`config.mk`:
```
export PLATFORM = sky130hd
export DESIGN_NAME = dpdc_regs
export DESIGN_NICKNAME = d
export VERILOG_FILES = /design/src/core/dpdc_pkg.sv /design/src/core/dpdc_coeff_scale.sv /design/src/core/dpdc_fb_divider.sv /design/src/core/dpdc_regs.sv
export SDC_FILE = /design/constraint.sdc
export NUM_CORES = 1
export LEC_CHECK = 0
export BUFFER_PORTS_ARGS = -buffer_cell sky130_fd_sc_hd__buf_2
export CAP_MARGIN = 0
export CORE_ASPECT_RATIO = 1.4
export CORE_MARGIN = 2
export CORE_UTILIZATION = 30
export CTS_CLUSTER_SIZE = 30
export DETAILED_ROUTE_END_ITERATION = 8
export PLACE_DENSITY = 0.54
export SLEW_MARGIN = 0
export SYNTH_ARGS = -nofsm -noshare
export SYNTH_HDL_FRONTEND = slang
export SYNTH_SLANG_ARGS = --single-unit
```
`constraint.sdc`:
```
create_clock -name core_clk -period 6.95 [get_ports core_clk]
set_clock_uncertainty 0.05 [all_clocks]
set_input_delay 0.3475 -clock core_clk [delete_from_list [all_inputs] [get_ports core_clk]]
set_output_delay 0.3475 -clock core_clk [all_outputs]
set_load 0.005 [all_outputs]
```
`src/core/dpdc_pkg.sv`:
```
`default_nettype none
package dpdc_pkg;
  // register byte addresses
  localparam logic [15:0] ADDR_FB_DIV_LO    = 16'h0104;
  localparam logic [15:0] ADDR_FB_DIV_HI    = 16'h0105;
  localparam logic [15:0] ADDR_FB_CTRL      = 16'h0106;
  localparam logic [15:0] ADDR_LOOP_RATE    = 16'h0107;
  localparam logic [15:0] ADDR_PROP_LO      = 16'h0108;
  localparam logic [15:0] ADDR_PROP_HI      = 16'h0109;
  localparam logic [15:0] ADDR_PROP_MULT    = 16'h010a;
  localparam logic [15:0] ADDR_PROP_DIV     = 16'h010b;
  localparam logic [15:0] ADDR_INTEG_LO     = 16'h010c;
  localparam logic [15:0] ADDR_INTEG_HI     = 16'h010d;
  localparam logic [15:0] ADDR_INTEG_DIV    = 16'h010e;
  localparam logic [15:0] ADDR_THIRD_LO     = 16'h010f;
  localparam logic [15:0] ADDR_THIRD_HI     = 16'h0110;
  localparam logic [15:0] ADDR_THIRD_DIV    = 16'h0111;
  localparam logic [15:0] ADDR_EST_B0       = 16'h0115;
  localparam logic [15:0] ADDR_EST_B1       = 16'h0116;
  localparam logic [15:0] ADDR_EST_B2       = 16'h0117;
  // field positions and widths
  localparam int          FB_INVERT_BIT     = 7;
  localparam int          FB_PRESCALE_BIT   = 0;
  localparam int          RATE_EXP_W        = 5;
  localparam int          MULT_EXP_W        = 5;
  localparam int          DIV_EXP_W         = 3;
  localparam int          LIN_HI_W          = 4;
  localparam int          COEFF_W           = 12;
  localparam int          SCALED_W          = 44;
  localparam int          FB_DIV_W          = 16;
  localparam int          EST_W             = 24;
  // reset values
  localparam logic [7:0]  RST_BYTE          = 8'h00;
  localparam logic [7:0]  RST_LOOP_RATE     = 8'h05;
endpackage : dpdc_pkg
`default_nettype wire

```
`src/core/dpdc_coeff_scale.sv`:
```
`timescale 1ns/100ps
`default_nettype none
module dpdc_coeff_scale
(
  // coefficient fields
  input  wire logic [11:0] linear,
  input  wire logic [4:0]  mult_exp,
  input  wire logic [2:0]  div_exp,
  // scaled result
  output logic      [43:0] scaled
);
  logic [43:0] widened;

  // multiply first so the divider shift loses fewer bits
  always_comb
  begin
    widened = {32'h0000_0000, linear} << mult_exp;
    scaled  = widened >> div_exp;
  end
endmodule : dpdc_coeff_scale
`default_nettype wire

```
`src/core/dpdc_fb_divider.sv`:
```
`timescale 1ns/100ps
`default_nettype none
module dpdc_fb_divider
(
  // clock and reset
  input  wire logic        core_clk,
  input  wire logic        rst,
  // feedback sample and settings
  input  wire logic        feedback_clock_input,
  input  wire logic        invert,
  input  wire logic        prescale,
  input  wire logic [15:0] div_value,
  // divided output
  output logic             fb_div_out
);
  logic        sample_prev;
  logic        edge_in;
  logic        presc_tog;
  logic        count_en;
  logic [15:0] count;

  // falling edges count when inverted
  always_comb
  begin
    edge_in  = invert ? (sample_prev & ~feedback_clock_input)
                      : (~sample_prev & feedback_clock_input);
    count_en = edge_in & (~prescale | presc_tog);
  end

  always_ff @(posedge core_clk or posedge rst)
  begin
    if (rst)
      sample_prev <= 1'b0;
    else
      sample_prev <= feedback_clock_input;
  end

  always_ff @(posedge core_clk or posedge rst)
  begin
    if (rst)
      presc_tog <= 1'b0;
    else if (edge_in)
      presc_tog <= ~presc_tog;
  end

  // ratio is value plus one: terminal count at div_value
  always_ff @(posedge core_clk or posedge rst)
  begin
    if (rst)
    begin
      count      <= 16'h0000;
      fb_div_out <= 1'b0;
    end
    else
    begin
      fb_div_out <= 1'b0;
      if (count_en)
      begin
        if (count >= div_value)
        begin
          count      <= 16'h0000;
          fb_div_out <= 1'b1;
        end
        else
          count <= count + 16'h0001;
      end
    end
  end
endmodule : dpdc_fb_divider
`default_nettype wire

```
`src/core/dpdc_regs.sv`:
```
// The implementer's own choice: the address-and-strobe port.
`timescale 1ns/100ps
`default_nettype none
// Overview of operation
// - invert bit makes divider count falling edges
// - prescale bit adds divide-by-two ahead
// - loop filter rate is clock over 2^field
// - converter rate equals system clock rate
// - proportional linear value split low/high bytes
// - proportional scaled by multiplier and divider
// - integral coefficient linear with divider field
// - third coefficient linear with divider field
// - estimate word read back as three bytes
// - feedback ratio equals programmed value plus one
module dpdc_regs
(
  // clock and reset
  input  wire logic        core_clk,
  input  wire logic        rst,
  // register port
  input  wire logic [15:0] reg_addr,
  input  wire logic [7:0]  reg_wdata,
  input  wire logic        reg_wr,
  input  wire logic        reg_rd,
  output logic      [7:0]  reg_rdata,
  // feedback path
  input  wire logic        feedback_clock_input,
  output logic             fb_div_out,
  // frequency estimator
  input  wire logic [23:0] freq_estimate_word,
  // loop filter controls
  output logic             loop_filter_tick,
  output logic      [43:0] prop_coeff,
  output logic      [43:0] integ_coeff,
  output logic      [43:0] third_coeff
);
  // register fields
  logic [7:0]  fb_div_lo;
  logic [7:0]  fb_div_hi;
  logic        fb_invert;
  logic        fb_prescale;
  logic [4:0]  loop_rate_exp;
  logic [7:0]  prop_lo;
  logic [3:0]  prop_hi;
  logic [4:0]  prop_mult;
  logic [2:0]  prop_div;
  logic [7:0]  integ_lo;
  logic [3:0]  integ_hi;
  logic [2:0]  integ_div;
  logic [7:0]  third_lo;
  logic [3:0]  third_hi;
  logic [2:0]  third_div;
  logic [30:0] rate_count;
  logic [30:0] rate_term;
  logic [7:0]  next_rdata;
  logic        wr_fb_lo;
  logic        wr_fb_hi;
  logic        wr_fb_ctrl;
  logic        wr_loop_rate;
  logic        wr_prop_lo;
  logic        wr_prop_hi;
  logic        wr_prop_mult;
  logic        wr_prop_div;
  logic        wr_integ_lo;
  logic        wr_integ_hi;
  logic        wr_integ_div;
  logic        wr_third_lo;
  logic        wr_third_hi;
  logic        wr_third_div;

  function automatic logic hit(input logic [15:0] a, input logic [15:0] target);
    hit = (a == target);
  endfunction : hit

  // decoded write strobes; estimate bytes get none, so writes there drop
  // one strobe per register keeps each field block small
  always_comb
  begin
    wr_fb_lo     = reg_wr && hit(reg_addr, dpdc_pkg::ADDR_FB_DIV_LO);
    wr_fb_hi     = reg_wr && hit(reg_addr, dpdc_pkg::ADDR_FB_DIV_HI);
    wr_fb_ctrl   = reg_wr && hit(reg_addr, dpdc_pkg::ADDR_FB_CTRL);
    wr_loop_rate = reg_wr && hit(reg_addr, dpdc_pkg::ADDR_LOOP_RATE);
    wr_prop_lo   = reg_wr && hit(reg_addr, dpdc_pkg::ADDR_PROP_LO);
    wr_prop_hi   = reg_wr && hit(reg_addr, dpdc_pkg::ADDR_PROP_HI);
    wr_prop_mult = reg_wr && hit(reg_addr, dpdc_pkg::ADDR_PROP_MULT);
    wr_prop_div  = reg_wr && hit(reg_addr, dpdc_pkg::ADDR_PROP_DIV);
    wr_integ_lo  = reg_wr && hit(reg_addr, dpdc_pkg::ADDR_INTEG_LO);
    wr_integ_hi  = reg_wr && hit(reg_addr, dpdc_pkg::ADDR_INTEG_HI);
    wr_integ_div = reg_wr && hit(reg_addr, dpdc_pkg::ADDR_INTEG_DIV);
    wr_third_lo  = reg_wr && hit(reg_addr, dpdc_pkg::ADDR_THIRD_LO);
    wr_third_hi  = reg_wr && hit(reg_addr, dpdc_pkg::ADDR_THIRD_HI);
    wr_third_div = reg_wr && hit(reg_addr, dpdc_pkg::ADDR_THIRD_DIV);
  end

  // feedback divider value, low byte first
  always_ff @(posedge core_clk or posedge rst)
  begin
    if (rst)
    begin
      fb_div_lo <= dpdc_pkg::RST_BYTE;
      fb_div_hi <= dpdc_pkg::RST_BYTE;
    end
    else
    begin
      if (wr_fb_lo)
        fb_div_lo <= reg_wdata;
      if (wr_fb_hi)
        fb_div_hi <= reg_wdata;
    end
  end

  // feedback control: reserved bits are not stored, so they read zero
  always_ff @(posedge core_clk or posedge rst)
  begin
    if (rst)
    begin
      fb_invert   <= 1'b0;
      fb_prescale <= 1'b0;
    end
    else if (wr_fb_ctrl)
    begin
      fb_invert   <= reg_wdata[dpdc_pkg::FB_INVERT_BIT];
      fb_prescale <= reg_wdata[dpdc_pkg::FB_PRESCALE_BIT];
    end
  end

  // loop rate register
  always_ff @(posedge core_clk or posedge rst)
  begin
    if (rst)
      loop_rate_exp <= dpdc_pkg::RST_LOOP_RATE[4:0];
    else if (wr_loop_rate)
      loop_rate_exp <= reg_wdata[4:0];
  end

  // proportional coefficient fields
  always_ff @(posedge core_clk or posedge rst)
  begin
    if (rst)
    begin
      prop_lo   <= dpdc_pkg::RST_BYTE;
      prop_hi   <= 4'h0;
      prop_mult <= 5'h00;
      prop_div  <= 3'h0;
    end
    else
    begin
      if (wr_prop_lo)
        prop_lo <= reg_wdata;
      if (wr_prop_hi)
        prop_hi <= reg_wdata[3:0];
      if (wr_prop_mult)
        prop_mult <= reg_wdata[4:0];
      if (wr_prop_div)
        prop_div <= reg_wdata[2:0];
    end
  end

  // integral coefficient fields; no multiplier field here
  always_ff @(posedge core_clk or posedge rst)
  begin
    if (rst)
    begin
      integ_lo  <= dpdc_pkg::RST_BYTE;
      integ_hi  <= 4'h0;
      integ_div <= 3'h0;
    end
    else
    begin
      if (wr_integ_lo)
        integ_lo <= reg_wdata;
      if (wr_integ_hi)
        integ_hi <= reg_wdata[3:0];
      if (wr_integ_div)
        integ_div <= reg_wdata[2:0];
    end
  end

  // third coefficient fields
  always_ff @(posedge core_clk or posedge rst)
  begin
    if (rst)
    begin
      third_lo  <= dpdc_pkg::RST_BYTE;
      third_hi  <= 4'h0;
      third_div <= 3'h0;
    end
    else
    begin
      if (wr_third_lo)
        third_lo <= reg_wdata;
      if (wr_third_hi)
        third_hi <= reg_wdata[3:0];
      if (wr_third_div)
        third_div <= reg_wdata[2:0];
    end
  end

  // loop filter tick: system clock is the converter rate
  always_comb
  begin
    rate_term = (31'h0000_0001 << loop_rate_exp) - 31'h0000_0001;
  end

  always_ff @(posedge core_clk or posedge rst)
  begin
    if (rst)
    begin
      rate_count       <= 31'h0000_0000;
      loop_filter_tick <= 1'b0;
    end
    // a lower exponent mid-count wraps at once
    else if (rate_count >= rate_term)
    begin
      rate_count       <= 31'h0000_0000;
      loop_filter_tick <= 1'b1;
    end
    else
    begin
      rate_count       <= rate_count + 31'h0000_0001;
      loop_filter_tick <= 1'b0;
    end
  end

  // read mux; unmapped and reserved read zero
  // estimate bytes are read live, so a multi-byte read can tear
  always_comb
  begin
    next_rdata = 8'h00;
    unique case (reg_addr)
      dpdc_pkg::ADDR_FB_DIV_LO: next_rdata = fb_div_lo;
      dpdc_pkg::ADDR_FB_DIV_HI: next_rdata = fb_div_hi;
      dpdc_pkg::ADDR_FB_CTRL:   next_rdata = {fb_invert, 6'h00, fb_prescale};
      dpdc_pkg::ADDR_LOOP_RATE: next_rdata = {3'h0, loop_rate_exp};
      dpdc_pkg::ADDR_PROP_LO:   next_rdata = prop_lo;
      dpdc_pkg::ADDR_PROP_HI:   next_rdata = {4'h0, prop_hi};
      dpdc_pkg::ADDR_PROP_MULT: next_rdata = {3'h0, prop_mult};
      dpdc_pkg::ADDR_PROP_DIV:  next_rdata = {5'h00, prop_div};
      dpdc_pkg::ADDR_INTEG_LO:  next_rdata = integ_lo;
      dpdc_pkg::ADDR_INTEG_HI:  next_rdata = {4'h0, integ_hi};
      dpdc_pkg::ADDR_INTEG_DIV: next_rdata = {5'h00, integ_div};
      dpdc_pkg::ADDR_THIRD_LO:  next_rdata = third_lo;
      dpdc_pkg::ADDR_THIRD_HI:  next_rdata = {4'h0, third_hi};
      dpdc_pkg::ADDR_THIRD_DIV: next_rdata = {5'h00, third_div};
      dpdc_pkg::ADDR_EST_B0:    next_rdata = freq_estimate_word[7:0];
      dpdc_pkg::ADDR_EST_B1:    next_rdata = freq_estimate_word[15:8];
      dpdc_pkg::ADDR_EST_B2:    next_rdata = freq_estimate_word[23:16];
      default:                  next_rdata = 8'h00;
    endcase
  end

  // data only valid the cycle after a read; zero otherwise
  always_ff @(posedge core_clk or posedge rst)
  begin
    if (rst)
      reg_rdata <= 8'h00;
    else if (reg_rd)
      reg_rdata <= next_rdata;
    else
      reg_rdata <= 8'h00;
  end

  // feedback divider: ratio is the 16-bit value plus one
  dpdc_fb_divider u_fb_divider
  (
    .core_clk             (core_clk),
    .rst                  (rst),
    .feedback_clock_input (feedback_clock_input),
    .invert               (fb_invert),
    .prescale             (fb_prescale),
    .div_value            ({fb_div_hi, fb_div_lo}),
    .fb_div_out           (fb_div_out)
  );

  dpdc_coeff_scale u_prop_scale
  (
    .linear   ({prop_hi, prop_lo}),
    .mult_exp (prop_mult),
    .div_exp  (prop_div),
    .scaled   (prop_coeff)
  );

  dpdc_coeff_scale u_integ_scale
  (
    .linear   ({integ_hi, integ_lo}),
    .mult_exp (5'h00),
    .div_exp  (integ_div),
    .scaled   (integ_coeff)
  );

  dpdc_coeff_scale u_third_scale
  (
    .linear   ({third_hi, third_lo}),
    .mult_exp (5'h00),
    .div_exp  (third_div),
    .scaled   (third_coeff)
  );
endmodule : dpdc_regs
`default_nettype wire

```
==> summary.md <==
| Metric | Value |
|---|---|
| Status | completed |
| Layout Nets | approximately 1.6k |
| Critical Path Sink Type | flop |
| Postcts setup bufs | 0 |
| Clock sink count | approximately 130 |
| Cts bufs inserted | 17 |
| Routed WL | approximately 37 mm |
| Worst-path maximum fanout | 30 |
| Max Clk Rate | 197 MHz |
| Skew-Pair Late Insertion Delay | 440 ps |
| Yosys top cell area share | 27.2% |
| Count of cell types in the netlist | 81 |
| DRC viols | 0 |
| Register bit total from synthesis | between 100 and 150 |
| R2r startpoint | loop_rate_exp[3] |
| Layout cells sized above 1 | between 20% and 30% |
| CP required | about 7300 ps |
| H-tree levels | 4 |
| Diodes inserted | 0 |
| Chip width | 173 um |
| Area leader, netlist | dfrtp_1 |
| Root buffer selected by CTS | clkbuf_16 |
| Ys async rst share | 100% |
| Final hold violations | 0 |
| Post-DP HPWL | between 20 and 30 mm |
| Avg Inst Size Synth | approximately 8.6 um^2 |
| Clock power frac | 49.6% |
| Ports | around 200 |
| Top cells by area, synth | dfrtp_1 (27%), mux2_2 (9.8%), mux2i_1 (5.6%), ha_1 (5.2%), nor2_1 (4.2%) |
| Via Count | 10.8k |
| Critical path launch point type | flop |
| Worst-Margin Slew | between 1000 and 1500 ps |
| Critical setup path kind | flop to flop |
| Hold Path Origin | reg_wdata[5] |
| Synthesized cell area | 12000 um^2 |
| Area of the multi-input gates | ~7800 um^2 |
| CTS tree | yes |
| CP arrival | ~5400 ps |
| GRT Total Usage | approximately 18% |
| Clock-pin slew on the worst setup and hold paths | 60 ps |
| R2R Path End | rate_count[2] |
| Unrepaired setup endpoints after global routing | no |
| Dpl cell area | approximately 13000 um^2 |
| Reg area | approximately 3300 um^2 |
| Post-DR wirelength/cell | approximately 19 um |
| Post-Route Setup TNS | 0 ps |
| Synth-to-layout area growth | 10.8% |
| Int Pwr | 1290 uW |
| Initial antenna violation count | 1 |
| Die ar. | a little over 40000 um^2 |
| Overflow after GRT | 0 |
| Post-route design area | approximately 13000 um^2 |
| Cell Pwr Density | 130 nW/um^2 |
| Max Cap Violations | 0 |
| Leak Pwr | about 0.0058 uW |
| DR iter-0 viols | 858 |
| Logic gate share of total power | ~5.5% |
| Synth Warn # | 0 |
| Hold crit path type | input port to flop |
| Final worst-path cycle share | 73.1% |
| Most used DFF post-synth | dfrtp_1 |
| Largest net degree at the start of global routing | 80 |
| Initial DRT Pass Iterations | 6 |
| Pins Over Slew Limit | 0 |
| Initial Utilization | between 30% and 40% |
| Vias in the first global route | 10.3k |
| FP Rows | 86 |
| Net Sw Frac | between 20% and 30% |
| First-pass GRT wire length | around 59 mm |
| Post-synth EDFFs | 0 |
| Max-slew headroom | around 32% |
| Fillers | just over 4k |
| R2R Setup Slk | between 1500 and 2000 ps |
| Die Height | between 200 and 250 um |
| Post-synthesis sequential area ratio | between 20% and 30% |
| Period minus WS final | between 5000 and 6000 ps |
| Port bufs | between 100 and 150 |
| Routed Antenna Nets | 0 |
| Core ar. | 39400 um^2 |
| Placer Congestion | approximately 0.9 |
| Post-Synthesis Cells | approximately 1.4k |
| WHS Endpoint | fb_div_lo[5] |
| Clk buf depth | 2 |
| NetSw | between 400 and 500 uW |
| Hold depth | 2 |
| Final Setup Violations | 0 |
| Worst reg2reg path depth | 16 |
| Sequential Power Share | between 40% and 50% |
| Vias per Instance | between 5 and 6 |
| Peak supply drop | ~0.12 mV |
==> layout by cell type (no fill, tap or decap), types with 22 or more instances in the layout <==
| master | n |
|---|---|
| a21oi_1 | 64 |
| buf_2 | 129 |
| conb_1 | 65 |
| mux2i_1 | 67 |
| dfrtp_1 | 128 |
| o22ai_1 | 30 |
| xnor2_1 | 22 |
| mux2_2 | 104 |
| nor3_1 | 31 |
| nand4_1 | 24 |
| nor2_1 | 133 |
| inv_1 | 38 |
| ha_1 | 50 |
| o21ai_0 | 54 |
| nand3_1 | 50 |
| nand2_1 | 101 |
==> cell type report <==
class / count / share of cell area (%)
clock buffer: 17 / 3.21
inverter: 43 / 1.26
sequential: 132 / 25.0
tap: 528 / 4.98
timing repair buffer: 142 / 5.64
multi-input combinational: 1112 / 59.0
clock inverter: 15 / 0.982
==> state kept, by name (all words and copies together) (netlist names) <==
| signal | cells |
|---|---|
| u_fb_divider.presc_tog | 1 |
| fb_prescale | 1 |
| prop_lo | 8 |
| loop_filter_tick | 1 |
| fb_invert | 1 |
| loop_rate_exp | 5 |
| third_div | 3 |
| integ_hi | 4 |
| u_fb_divider.fb_div_out | 1 |
| fb_div_lo | 8 |
| prop_hi | 4 |
| prop_div | 3 |
| integ_lo | 8 |
| reg_rdata | 8 |
| third_lo | 8 |
| u_fb_divider.count | 16 |
| fb_div_hi | 8 |
| rate_count | 31 |
| u_fb_divider.sample_prev | 1 |
| integ_div | 3 |
| prop_mult | 5 |
| third_hi | 4 |
==> power by group through the flow <==
stage / Clock, uW / Combinational (uW) / Sequential, uW
finish: 857 / 95.6 / 776
global route: 911 / 105 / 776
CTS: 881 / 96.5 / 776
detailed placement: 0 / 95.3 / 790
global placement: 0 / 94.6 / 790
floorplan: 0 / 80.0 / 789
==> worst max path at each step <==
stage               depth (start not counted)        startpoint             end  slack [ps]
global placement                           18  loop_rate_exp[3]   rate_count[3]        2030
CTS                                        16  loop_rate_exp[3]   rate_count[2]        1840
detailed placement                         16  loop_rate_exp[3]   rate_count[2]        1880
finish                                     16  loop_rate_exp[3]   rate_count[2]        1870
floorplan                                   1               rst    fb_div_hi[0]        3030
global route                               18  loop_rate_exp[3]  rate_count[12]        1340
==> Yosys cell counts (all sizes together), types with 6 or more instances <==
cell type	number
inv	39
o211ai	6
mux4	15
nand3b	12
a21oi	64
a21o	20
and2	9
nor4	13
xor2	20
clkbuf	74
nand3	50
a22o	12
o22ai	30
nand2	101
a31oi	11
ha	50
mux2	106
nor2	133
mux2i	68
a221oi	7
a22oi	17
o221ai	6
dfrtp	130
a32oi	7
nor2b	20
o22a	11
nand4	24
o31ai	7
and3	15
nor3	31
nand2b	17
o21ai	58
or2	6
o21a	7
xnor2	22
buf	92
==> repair_timing <==
item                                    CTS  global route
endpoints found under the hold margin    54             0
gates resized for setup                   0             0
endpoints found under the setup margin    0             0
hold buffers                              2             0
==> critical path: stages (launching register included) <==
cell and delay [ps]:
dfrtp_1 920, or2_2 290, nor2_1 80, nand2_1 120, ha_1 520, clkinv_1 390
o21ai_0 250, a21boi_0 120, ha_1 300, nand3_1 100, o21bai_1 100, a21boi_0 90
o41a_1 400, o21ai_0 190, nand3_1 530, buf_4 430, nor2_1 120
==> cells by family (layout without fill, tap and decap cells) <==
| kind of cell | Yosys count | in the layout | synth area share (%) |
|---|---|---|---|
| buffers and inverters | 209 | 217 | 9.10 |
| DFF | 132 | 132 | 27.6 |
| muxes | 189 | 189 | 18.6 |
| adders and majority gates | 50 | 50 | 5.23 |
| xor gates and xnor gates | 42 | 42 | 3.07 |
| AOI/OAI and AO/OA | 314 | 314 | 18.0 |
| other | 1 | 65 | 0.0313 |
| and+or+nand+nor | 452 | 452 | 18.3 |
==> layer usage <==
metal  vias to the layer above  GRT usage, %  part of all wire [%]
met5                         -             0                 0.035
met4                         2          10.3                   5.1
met3                        92          2.12                   4.4
met2                       383          30.6                    50
met1                      5208          21.2                    41
li1                       5090             -                     -
==> per-stage QoR <==
step                setup WS, ps  std cells  hold slack (ps)  util, %  total power [uW]
floorplan                   3030       1453              329        -               869
global placement            2030       1955              393     32.2               884
detailed placement          1880       1955              396     32.2               885
CTS                         1840       1989              213     33.7              1750
global route                1340       1989              228     33.7              1790
finish                      1870       1989              240     33.7              1730
Power figures use the tool's default switching activity.
